<file path="src/core/flic_pkg.sv">
`default_nettype none
package flic_pkg;

   // Line and level counts
   localparam int NUM_LINES = 14;
   localparam int LOW_LINES = 6;
   localparam int NUM_LEVELS = 4;

   // Register addresses in the special function space
   localparam logic [7:0] ADDR_REQ_LOW  = 8'h9f;
   localparam logic [7:0] ADDR_EN_LOW   = 8'ha8;
   localparam logic [7:0] ADDR_REQ_HIGH = 8'ha9;
   localparam logic [7:0] ADDR_PLO_G0   = 8'hb8;
   localparam logic [7:0] ADDR_PHI_G0   = 8'hb9;
   localparam logic [7:0] ADDR_EN_HIGH  = 8'he8;
   localparam logic [7:0] ADDR_PLO_G1   = 8'hf8;
   localparam logic [7:0] ADDR_PHI_G1   = 8'hf9;

   // Field positions and reset values
   localparam int         GATE_BIT  = 7;
   localparam logic [7:0] REG_RESET = 8'h00;
   localparam logic [7:0] READ_ZERO = 8'h00;

   // One access from the core to the register space
   typedef struct packed {
      logic       wr;
      logic       rd;
      logic       bit_mode;
      logic [2:0] bit_sel;
      logic [7:0] addr;
      logic [7:0] wdata;
   } flic_sfr_t;

   // Winner of the priority resolution
   typedef struct packed {
      logic       valid;
      logic [3:0] line;
      logic [1:0] level;
   } flic_pick_t;

endpackage
`default_nettype wire

</file>
<file path="src/core/flic_pick.sv">
`timescale 1ns/1ns
`default_nettype none
module flic_pick #(
   parameter int NUM_LINES = flic_pkg::NUM_LINES
) (
   input  wire logic [NUM_LINES-1:0] active_i,
   input  wire logic [NUM_LINES-1:0] prio_lo_i,
   input  wire logic [NUM_LINES-1:0] prio_hi_i,
   output flic_pkg::flic_pick_t      pick_o
);

   // Level of one line: upper bit from the high register
   function automatic logic [1:0] level_of(input logic hi, input logic lo);
      level_of = {hi, lo};
   endfunction

   // Scan upward; only a strictly higher level replaces the winner,
   // so among equal levels the lowest line stays
   always_comb
   begin
      pick_o = '0;
      for (int i = 0; i < NUM_LINES; i++)
      begin
         if (active_i[i] && (!pick_o.valid ||
             level_of(prio_hi_i[i], prio_lo_i[i]) > pick_o.level))
         begin
            pick_o.valid = 1'b1;
            pick_o.line  = 4'(i);
            pick_o.level = level_of(prio_hi_i[i], prio_lo_i[i]);
         end
      end
   end

endmodule
`default_nettype wire

</file>
<file path="src/core/flic_ctrl.sv">
`timescale 1ns/1ns
`default_nettype none
module flic_ctrl #(
   parameter int NUM_LINES = flic_pkg::NUM_LINES,
   parameter int LOW_LINES = flic_pkg::LOW_LINES
) (
   input  wire logic                 clk_i,
   input  wire logic                 rst_i,
   input  wire flic_pkg::flic_sfr_t  sfr_i,
   output logic [7:0]                rdata_o,
   input  wire logic [NUM_LINES-1:0] src_req_i,
   input  wire logic                 ack_i,
   input  wire logic                 done_i,
   input  wire logic                 nmi_i,
   input  wire logic                 nmi_ack_i,
   output logic                      irq_o,
   output logic [3:0]                irq_line_o,
   output logic [1:0]                irq_level_o,
   output logic                      nmi_o
);

   localparam int HIGH_LINES = NUM_LINES - LOW_LINES;

   logic [NUM_LINES-1:0]  hw_r;
   logic [NUM_LINES-1:0]  sw_r;
   logic [NUM_LINES-1:0]  hw_nxt;
   logic [NUM_LINES-1:0]  sw_nxt;
   logic [NUM_LINES-1:0]  pending;
   logic [NUM_LINES-1:0]  active;
   logic [NUM_LINES-1:0]  en_r;
   logic [NUM_LINES-1:0]  plo_r;
   logic [NUM_LINES-1:0]  phi_r;
   logic                  gate_r;
   logic [3:0]            isr_r;
   logic [3:0]            isr_nxt;
   logic                  nmi_d_r;
   logic                  nmi_r;
   logic                  irq_r;
   logic                  irq_nxt;
   logic [3:0]            line_r;
   logic [1:0]            level_r;
   logic [7:0]            rdata_r;
   logic [7:0]            rdata_nxt;
   logic [2:0]            top;
   flic_pkg::flic_pick_t  pick;
   logic                  byte_wr;
   logic [7:0]            plo_g0_new;

   // Highest level in service: {valid, level}
   function automatic logic [2:0] top_of(input logic [3:0] isr);
      top_of = '0;
      for (int l = 0; l < flic_pkg::NUM_LEVELS; l++)
      begin
         if (isr[l])
         begin
            top_of = {1'b1, 2'(l)};
         end
      end
   endfunction

   // Byte write to one address
   function automatic logic wr_at(input flic_pkg::flic_sfr_t s,
                                  input logic [7:0] a);
      wr_at = s.wr && !s.bit_mode && (s.addr == a);
   endfunction

   // Bit or byte write merged into an old register value
   function automatic logic [7:0] merge(input flic_pkg::flic_sfr_t s,
                                        input logic [7:0] old);
      merge = old;
      if (s.bit_mode)
      begin
         merge[s.bit_sel] = s.wdata[0];
      end
      else
      begin
         merge = s.wdata;
      end
   endfunction

   assign byte_wr = sfr_i.wr && !sfr_i.bit_mode;
   // Group 0 has six lines; the merge works on a padded byte
   assign plo_g0_new = merge(sfr_i, {2'b00, plo_r[LOW_LINES-1:0]});
   assign pending = hw_r | sw_r;
   // Enable masks the interrupt only, never the request bit
   assign active  = pending & en_r & {NUM_LINES{gate_r}};
   assign top     = top_of(isr_r);

   // Priority resolution across enabled pending lines
   flic_pick #(
      .NUM_LINES (NUM_LINES)
   ) u_pick (
      .active_i  (active),
      .prio_lo_i (plo_r),
      .prio_hi_i (phi_r),
      .pick_o    (pick)
   );

   // Next request state: acknowledge clears, new requests win
   always_comb
   begin
      hw_nxt = hw_r;
      sw_nxt = sw_r;
      if (ack_i && irq_r)
      begin
         hw_nxt[line_r] = 1'b0;
         sw_nxt[line_r] = 1'b0;
      end
      if (wr_at(sfr_i, flic_pkg::ADDR_REQ_LOW))
      begin
         // Writes touch only the software bits
         sw_nxt[LOW_LINES-1:0] = sfr_i.wdata[LOW_LINES-1:0];
      end
      if (wr_at(sfr_i, flic_pkg::ADDR_REQ_HIGH))
      begin
         sw_nxt[NUM_LINES-1:LOW_LINES] =
            sfr_i.wdata[HIGH_LINES-1:0];
      end
      hw_nxt = hw_nxt | src_req_i;
   end

   // Request storage
   always_ff @(posedge clk_i or posedge rst_i)
   begin
      if (rst_i)
      begin
         hw_r <= '0;
         sw_r <= '0;
      end
      else
      begin
         hw_r <= hw_nxt;
         sw_r <= sw_nxt;
      end
   end

   // Enable registers and global gate, byte access
   always_ff @(posedge clk_i or posedge rst_i)
   begin
      if (rst_i)
      begin
         en_r   <= '0;
         gate_r <= 1'b0;
      end
      else
      begin
         if (wr_at(sfr_i, flic_pkg::ADDR_EN_LOW))
         begin
            en_r[LOW_LINES-1:0] <= sfr_i.wdata[LOW_LINES-1:0];
            gate_r <= sfr_i.wdata[flic_pkg::GATE_BIT];
         end
         if (wr_at(sfr_i, flic_pkg::ADDR_EN_HIGH))
         begin
            en_r[NUM_LINES-1:LOW_LINES] <= sfr_i.wdata[HIGH_LINES-1:0];
         end
      end
   end

   // Low priority bits: bit or byte writes
   always_ff @(posedge clk_i or posedge rst_i)
   begin
      if (rst_i)
      begin
         plo_r <= '0;
      end
      else if (sfr_i.wr && sfr_i.addr == flic_pkg::ADDR_PLO_G0)
      begin
         plo_r[LOW_LINES-1:0] <= plo_g0_new[LOW_LINES-1:0];
      end
      else if (sfr_i.wr && sfr_i.addr == flic_pkg::ADDR_PLO_G1)
      begin
         plo_r[NUM_LINES-1:LOW_LINES] <=
            merge(sfr_i, plo_r[NUM_LINES-1:LOW_LINES]);
      end
   end

   // High priority bits: whole bytes only, bit writes ignored
   always_ff @(posedge clk_i or posedge rst_i)
   begin
      if (rst_i)
      begin
         phi_r <= '0;
      end
      else if (wr_at(sfr_i, flic_pkg::ADDR_PHI_G0))
      begin
         phi_r[LOW_LINES-1:0] <= sfr_i.wdata[LOW_LINES-1:0];
      end
      else if (wr_at(sfr_i, flic_pkg::ADDR_PHI_G1))
      begin
         phi_r[NUM_LINES-1:LOW_LINES] <= sfr_i.wdata[HIGH_LINES-1:0];
      end
   end

   // In-service levels: done ends the top one, ack opens a new one
   always_comb
   begin
      isr_nxt = isr_r;
      if (done_i && top[2])
      begin
         isr_nxt[top[1:0]] = 1'b0;
      end
      if (ack_i && irq_r)
      begin
         isr_nxt[level_r] = 1'b1;
      end
   end

   always_ff @(posedge clk_i or posedge rst_i)
   begin
      if (rst_i)
      begin
         isr_r <= '0;
      end
      else
      begin
         isr_r <= isr_nxt;
      end
   end

   // Offer only a level above every service in progress; no offer from one cycle after NMI is latched until it clears
   always_comb
   begin
      irq_nxt = pick.valid && gate_r && !nmi_r && !(ack_i && irq_r);
      if (top[2] && pick.level <= top[1:0])
      begin
         irq_nxt = 1'b0;
      end
   end

   // Request to the core
   always_ff @(posedge clk_i or posedge rst_i)
   begin
      if (rst_i)
      begin
         irq_r   <= 1'b0;
         line_r  <= '0;
         level_r <= '0;
      end
      else
      begin
         irq_r   <= irq_nxt;
         line_r  <= pick.line;
         level_r <= pick.level;
      end
   end

   // Non-maskable request: edge latched, cleared by its acknowledge
   always_ff @(posedge clk_i or posedge rst_i)
   begin
      if (rst_i)
      begin
         nmi_d_r <= 1'b0;
         nmi_r   <= 1'b0;
      end
      else
      begin
         nmi_d_r <= nmi_i;
         if (nmi_i && !nmi_d_r)
         begin
            nmi_r <= 1'b1;
         end
         else if (nmi_ack_i)
         begin
            nmi_r <= 1'b0;
         end
      end
   end

   // Read mux; unmapped addresses and unused bits read zero
   always_comb
   begin
      rdata_nxt = flic_pkg::READ_ZERO;
      if (sfr_i.addr == flic_pkg::ADDR_REQ_LOW)
      begin
         rdata_nxt[LOW_LINES-1:0] = pending[LOW_LINES-1:0];
      end
      else if (sfr_i.addr == flic_pkg::ADDR_REQ_HIGH)
      begin
         rdata_nxt = pending[NUM_LINES-1:LOW_LINES];
      end
      else if (sfr_i.addr == flic_pkg::ADDR_EN_LOW)
      begin
         rdata_nxt[LOW_LINES-1:0] = en_r[LOW_LINES-1:0];
         rdata_nxt[flic_pkg::GATE_BIT] = gate_r;
      end
      else if (sfr_i.addr == flic_pkg::ADDR_EN_HIGH)
      begin
         rdata_nxt = en_r[NUM_LINES-1:LOW_LINES];
      end
      else if (sfr_i.addr == flic_pkg::ADDR_PLO_G0)
      begin
         rdata_nxt[LOW_LINES-1:0] = plo_r[LOW_LINES-1:0];
      end
      else if (sfr_i.addr == flic_pkg::ADDR_PHI_G0)
      begin
         rdata_nxt[LOW_LINES-1:0] = phi_r[LOW_LINES-1:0];
      end
      else if (sfr_i.addr == flic_pkg::ADDR_PLO_G1)
      begin
         rdata_nxt = plo_r[NUM_LINES-1:LOW_LINES];
      end
      else if (sfr_i.addr == flic_pkg::ADDR_PHI_G1)
      begin
         rdata_nxt = phi_r[NUM_LINES-1:LOW_LINES];
      end
   end

   // Read data holds until the next read
   always_ff @(posedge clk_i or posedge rst_i)
   begin
      if (rst_i)
      begin
         rdata_r <= flic_pkg::REG_RESET;
      end
      else if (sfr_i.rd)
      begin
         rdata_r <= rdata_nxt;
      end
   end

   assign rdata_o     = rdata_r;
   assign irq_o       = irq_r;
   assign irq_line_o  = line_r;
   assign irq_level_o = level_r;
   assign nmi_o       = nmi_r;
endmodule
`default_nettype wire

</file>
<file path="config.mk">
export PLATFORM = sky130hd
export DESIGN_NAME = flic_ctrl
export DESIGN_NICKNAME = d
export VERILOG_FILES = /design/src/core/flic_pkg.sv /design/src/core/flic_pick.sv /design/src/core/flic_ctrl.sv
export SDC_FILE = /design/constraint.sdc
export NUM_CORES = 1
export LEC_CHECK = 0
export CAP_MARGIN = 30
export CORE_AREA = 2 2 110 112
export DETAILED_ROUTE_END_ITERATION = 12
export DIE_AREA = 0 0 112 114
export DONT_BUFFER_PORTS = 1
export MAX_ROUTING_LAYER = met4
export PLACE_DENSITY = 0.74
export SLEW_MARGIN = 30
export SYNTH_ARGS = -nofsm -noshare
export SYNTH_HDL_FRONTEND = slang
export SYNTH_SLANG_ARGS = --single-unit
export TNS_END_PERCENT = 5
</file>
<file path="constraint.sdc">
create_clock -name clk_i -period 30.1 [get_ports clk_i]
set_input_delay 4.515 -clock clk_i [delete_from_list [all_inputs] [get_ports clk_i]]
set_output_delay 4.515 -clock clk_i [all_outputs]
set_load 0.02 [all_outputs]
</file>
* After elaboration in Yosys (flattened, before gate mapping)
Index checks and enable logic that the tools add are counted.
** Cells by class
- Order comparisons :: 22
- Equal/unequal tests :: 8
- Muxes and demuxes :: 52
- Bitwise logic cells :: 12
- Reduce and logical (&&, ||, !) cells :: 68
** Operators with widths (count)
- 2-to-1 mux 7 bit :: 14
- equality test 8 bit, second input constant :: 8
- AND 14 bit :: 4
- 2-to-1 mux 8 bit :: 6
- 2-to-1 mux 6 bit :: 6
- logical AND 1 bit :: 33
- 2-to-1 mux 14 bit :: 2
- bitwise OR 14 bit :: 2
- greater-than comparator 2 bit :: 13
- zero test 1 bit :: 17
- bitwise mux 8 bit :: 2
- inverter 14 bit :: 1
- logical OR 1 bit :: 13
- 2-to-1 mux 3 bit :: 4
- 2-to-1 mux 1 bit :: 9
- 2-to-1 mux 4 bit :: 2
- < comparator 2 x 3 -> 1 bit, second input constant :: 2
- 2-to-1 mux 2 bit :: 3
- nonzero test 2 bit :: 3
- < comparator 4 x 5 -> 1 bit, second input constant :: 1
- AND 4 bit :: 1
- demux 1 bit (select 2 bit) :: 2
- demux 1 bit (select 4 bit) :: 1
- greater-or-equal comparator 2 x 1 -> 1 bit, second input constant :: 2
- other kinds (9) :: 11
** Word-level totals
- Register bits :: 92
- Input bits :: 42
- Output and inout port bits :: 16
- Logic and storage cells :: 179

* Logic depth before layout (Yosys ltp)
- Depth after elaboration :: 60
- Depth in mapped cells :: 94
- Depth with buffers taken out :: 93

* Hierarchy
From an unflattened synthesis, not the netlist that was laid out.
** Unflattened totals
- Cells, all modules :: 702
- Area total of the unflattened synthesis :: 6062.1 um^2
** By module, submodules not included
- flic_ctrl :: instances 1, cells an instance 491, area an instance 4615.7 um^2, seq. area each 2302.2 um^2
- flic_pick :: instances 1, cells an instance 211, area an instance 1446.4 um^2, seq. area each 0.0 um^2

* Worst setup path after synthesis
OpenSTA, ideal clock, no wires.
- Kind :: register -> register
- From :: register gate_r
- To :: register irq_r (netlist: irq_o)
- Setup time :: 0.078 ns
- Arrival :: 15.155 ns
- Required time :: 30.023 ns
- Slack :: 14.868 ns
- Cell stages (with the launch flop) :: 89
- Clock period less this slack :: 15.232 ns
- Cell sequence :: dfrtp_1 > buf_6 > o211a_1 > nand2_1 > ha_1 > nor2b_1 > o21ai_0 > a21oi_1 > nor2_1 > ha_1 > nor2b_1 > o21ai_0 > a21oi_1 > o32a_2 > inv_1 > ha_1 > nor2b_1 > o21ai_0 > (+53 left out) > nor2_1 > nand2_1 > nand2_1 > o21ai_0 > a21oi_1 > o21ai_0 > nor2_2 > mux2i_1 > ha_1 > nor2b_1 > o21ai_0 > a21oi_1 > or2_2 > o31a_1 > ha_1 > a21oi_1 > o2111ai_1 > a21oi_1
** Between the ends
- Cells in the longest elaborated chain, start to end :: 58
** RTL lines
- start: declaration :: RTL line flic_ctrl.sv:33 : logic gate_r;
- start signal: assignment :: RTL line flic_ctrl.sv:150 : gate_r <= sfr_i.wdata[flic_pkg::GATE_BIT];
- branches (longest 57 deep; another with greater-than comparator 2 bit)
- 2-to-1 mux 1 bit (*) :: RTL line flic_ctrl.sv:224 : if (top[2] && pick.level <= top[1:0])
- named net irq_nxt :: RTL line flic_ctrl.sv:39 : logic irq_nxt;
- end signal: assignment :: RTL line flic_ctrl.sv:241 : irq_r <= irq_nxt;
- end: declaration :: RTL line flic_ctrl.sv:38 : logic irq_r;
Mark *: on every way through the listed nets, which the timed path passes.
A chain may end at the register's enable or synchronous reset.

* Final worst setup path
- From :: register sw_r[0]
- To :: register irq_r (netlist: irq_o)
** Between the ends
- Cells in the longest elaborated chain, start to end :: 60
** RTL lines
- start: declaration :: RTL line flic_ctrl.sv:25 : logic [NUM_LINES-1:0] sw_r;
- start signal: assignment :: RTL line flic_ctrl.sv:133 : sw_r <= sw_nxt;
- bitwise OR 14 bit (*) :: RTL line flic_ctrl.sv:84 : assign pending = hw_r | sw_r;
- AND 14 bit (*) (2 in a row) :: RTL line flic_ctrl.sv:86 : assign active = pending & en_r & {NUM_LINES{gate_r}};
- 2-to-1 mux 7 bit (*) :: RTL line flic_pick.sv:24 : if (active_i[i] && (!pick_o.valid ||
- greater-than comparator 2 bit or zero test 1 bit (tied branches) :: RTL line flic_pick.sv:25, flic_pick.sv:24
- logical OR 1 bit :: RTL line flic_pick.sv:24
- logical AND 1 bit :: RTL line flic_pick.sv:24
- 2-to-1 mux 7 bit (*) :: RTL line flic_pick.sv:24
- greater-than comparator 2 bit or zero test 1 bit (tied branches) :: RTL line flic_pick.sv:25, flic_pick.sv:24
- (+42 left out)
- 2-to-1 mux 7 bit (*) :: RTL line flic_pick.sv:24
- greater-than comparator 2 bit or zero test 1 bit (tied branches) :: RTL line flic_pick.sv:25, flic_pick.sv:24
- logical OR 1 bit :: RTL line flic_pick.sv:24
- logical AND 1 bit :: RTL line flic_pick.sv:24
- 2-to-1 mux 7 bit (*) :: RTL line flic_pick.sv:24
- branches (longest 3 deep; another with less-or-equal comparator 2 bit)
- 2-to-1 mux 1 bit (*) :: RTL line flic_ctrl.sv:224
- named net irq_nxt :: RTL line flic_ctrl.sv:39
Marks and branches as above.

==> summary.md <==
| Metric | Value |
|---|---|
| Worst-path maximum fanout | `7` |
| Global-route wire length before repair | `between 20,000 and 30,000 um` |
| Yosys reg bits | `between 90 and 100` |
| RSZ-0062 raised after global routing | `no` |
| Via count | `5,075` |
| Leak Pwr | `between 2 and 3 nW` |
| Clock sinks | `92` |
| Mapped Cells | `approximately 650` |
| Drt total wl | `roughly 17,000 um` |
| Slew headroom | `0.487` |
| Most frequent CP cell | `ha_1` |
| CTS tree | `built` |
| Routed vias/inst | `about 6.3` |
| Die Y | `around 110 um` |
| Fmax | `roughly 58 MHz` |
| Least-Margin Pin Slew | `~0.77 ns` |
| Clk_lat worst skew | `about 0.35 ns` |
| Drt wl/cell | `roughly 21 um` |
| Initial Util | `0.482` |
| Worst path required time | `30.38 ns` |
| Yosys top cell by area | `dfrtp_1` |
| Synth Flop Type | `dfrtp_1` |
| H-tree depth | `3` |
| I/O pin total | `between 50 and 60` |
| Synth warnings | `0` |
| Most frequent cell after synthesis | `nand2_1` |
| Clk pin slew, worst setup/hold paths | `0.07 ns` |
| Seq/Total Area, Yosys | `0.408` |
| Top area cells in the synthesized netlist | `dfrtp_1, nand2_1, nor2_1` |
| Synth cell count leaders | `nand2_1, dfrtp_1, nor2_1, o21ai_0, a21oi_1` |
| Final Critical Period | `between 15 and 20 ns` |
| CTS Buf Count | `9` |
| CTS Hold Bufs | `0` |
| Antenna violations before repair | `0` |
| DRT Pass-1 Iters | `7` |
| Post-Syn Area per Cell | `8.65 um^2` |
| Layout cells sized above 1 | `0.107` |
| Die W | `about 110 um` |
| GRT Util Overall | `0.283` |
| Final Slew Violations | `0` |
| Max_cap viols | `0` |
| Pwr Density | `~43 nW/um^2` |
| Starting DRT DRC Count | `489` |
| Share of the synthesized area in the top cell type | `0.408` |
| Routability cong. | `roughly 1` |
| Count of different cell masters after synthesis | `between 60 and 70` |
| Critical-path top delay cell | `dfrtp_1` |
| Synth async-reset ratio | `1.00` |
| Status | `complete, no violations` |
| Period utilization | `0.575` |
| Final setup margin | `~13 ns` |
| Hold Vio Cnt, Final | `0` |
| Synthesized Nets | `roughly 720` |
| Maximum VDD drop | `between 40 and 50 uV` |
| Vias in the first global route | `about 5,000` |
| Root Buffer | `clkbuf_16` |
| Post-DRT Antenna Nets | `0` |
| Final setup TNS | `0 ns` |
| Worst path max stage delay | `0.44 ns` |
| Worst EP arrival | `roughly 18 ns` |
| Post-CTS setup buffer count | `0` |
| Synth-to-layout area growth | `7.98%` |
| Std cell rows | `40` |
| Critical path class | `flip-flop to flip-flop` |
| Hold Crit Class | `flip-flop to flip-flop` |
| Clk buf depth | `2` |
| Critical Path Source Type | `flip-flop` |
| Die ar. | `12,800 um^2` |
| Final net count | `713` |
| Worst Skew | `slightly above 0.009 ns` |
| # port buffers | `0` |
| # setup viols final | `0` |
| Mapped Area | `between 5000 and 6000 um^2` |
| # DRC | `0` |
| Number of synthesized flops with an enable pin | `0` |
| CORE AREA | `between 10,000 and 15,000 um^2` |
| Pin count of the biggest net entering global routing | `51` |
| Total gr overflow | `0` |
| Fin util | `0.521` |
| Post-DP HPWL | `13,100 um` |
| Post-Place Setup Slack | `13.00 ns` |
| Setup crit end kind | `flip-flop` |
| # resized after CTS | `0` |
[cell families (layout without fill, tap and decap cells)]
family / after synthesis / in the layout / share of synthesized area
DFF: 92 / 92 / 0.408
other: 0 / 1 / 0
AOI/OAI and AO/OA: 193 / 193 / 0.237
muxes: 29 / 29 / 0.0578
and+or+nand+nor: 271 / 271 / 0.218
buffers and inverters: 47 / 49 / 0.0328
adders and majority gates: 21 / 21 / 0.0465
[per-layer routing]
metal,share of wire,global-route usage,vias to the layer above
met5,0,-,-
met4,0.029,0.0984,0
met3,0.079,0.0765,42
met2,0.49,0.443,235
met1,0.41,0.357,2457
li1,-,-,2341
[power by group]
part           total, mW  switching, mW  internal [mW]
clock network      0.115         0.0530         0.0615
registers          0.132        0.00477          0.127
logic             0.0138        0.00912        0.00471
[worst paths after layout]
kind	from	end	slack [ns]	cells after the start
worst max-delay path	sw_r[0]	irq_o	12.78	88
worst min-delay path	nmi_d_r	nmi_o	0.45	1
worst max register to register	sw_r[0]	irq_o	12.78	88
worst min register to register	nmi_d_r	nmi_o	0.45	1
max in group asynchronous	rst_i	plo_r[3]	24.98	2
min in group asynchronous	rst_i	hw_r[11]	4.07	1
[cells in the final DEF (no fill, tap or decap), types with 3 or more instances in the layout]
cell type,count
clkbuf_16,9
o21a_1,5
a211oi_1,4
and3_1,6
dfrtp_1,92
nand2_1,108
a21o_1,21
a222oi_1,5
o21ai_1,4
nor3_1,6
o21ai_0,46
nand2b_1,7
a22oi_1,7
nor3b_1,3
and2_1,5
nand3_1,14
a31oi_1,7
or2_2,6
mux2i_1,3
ha_1,21
o211ai_1,5
o211a_1,4
inv_6,3
a21oi_1,45
nand4_1,8
nor2_1,80
nor2b_1,14
o31ai_1,4
o22ai_1,9
o211ai_4,3
inv_1,30
mux2_2,25
[critical path, delay by kind of cell (launching register included)]
family | cells | cell delay [ns]
multiplexers | 4 | 1.28
buffers and inverters | 3 | 0.34
AND/OR/NAND/NOR | 30 | 4.29
adder cells (fa/ha/maj) | 14 | 3.72
flip-flops | 1 | 0.44
AO/OA/AOI/OAI | 37 | 7.16
[layout make-up]
type                       count  area [um^2]
multi-input combinational    514         3180
sequential                    92         2300
antenna                        1         2.50
inverter                      31          119
timing repair buffer           2         15.0
clock inverter                 5         41.3
fill                        1074         5610
clock buffer                  11          253
tap                          147          184
[state kept, by name, summed over array words and instances, names as in the netlist]
name         cells
en_r            14
irq_line_o       4
isr_r            4
plo_r           14
nmi_o            1
irq_o            1
irq_level_o      2
hw_r            14
sw_r            14
nmi_d_r          1
gate_r           1
rdata_o          8
phi_r           14
[metrics by stage]
stage	hold WS, ns	cell area, um^2	power (mW)	std cells
2_1_floorplan	0.410	5650	0.144	653
3_3_place_gp	0.422	5780	0.147	786
3_5_place_dp	0.438	5790	0.148	786
4_1_cts	0.449	6080	0.261	802
5_1_grt	0.460	6100	0.268	802
6_report	0.453	6100	0.260	803
Power figures use the tool's default switching activity.
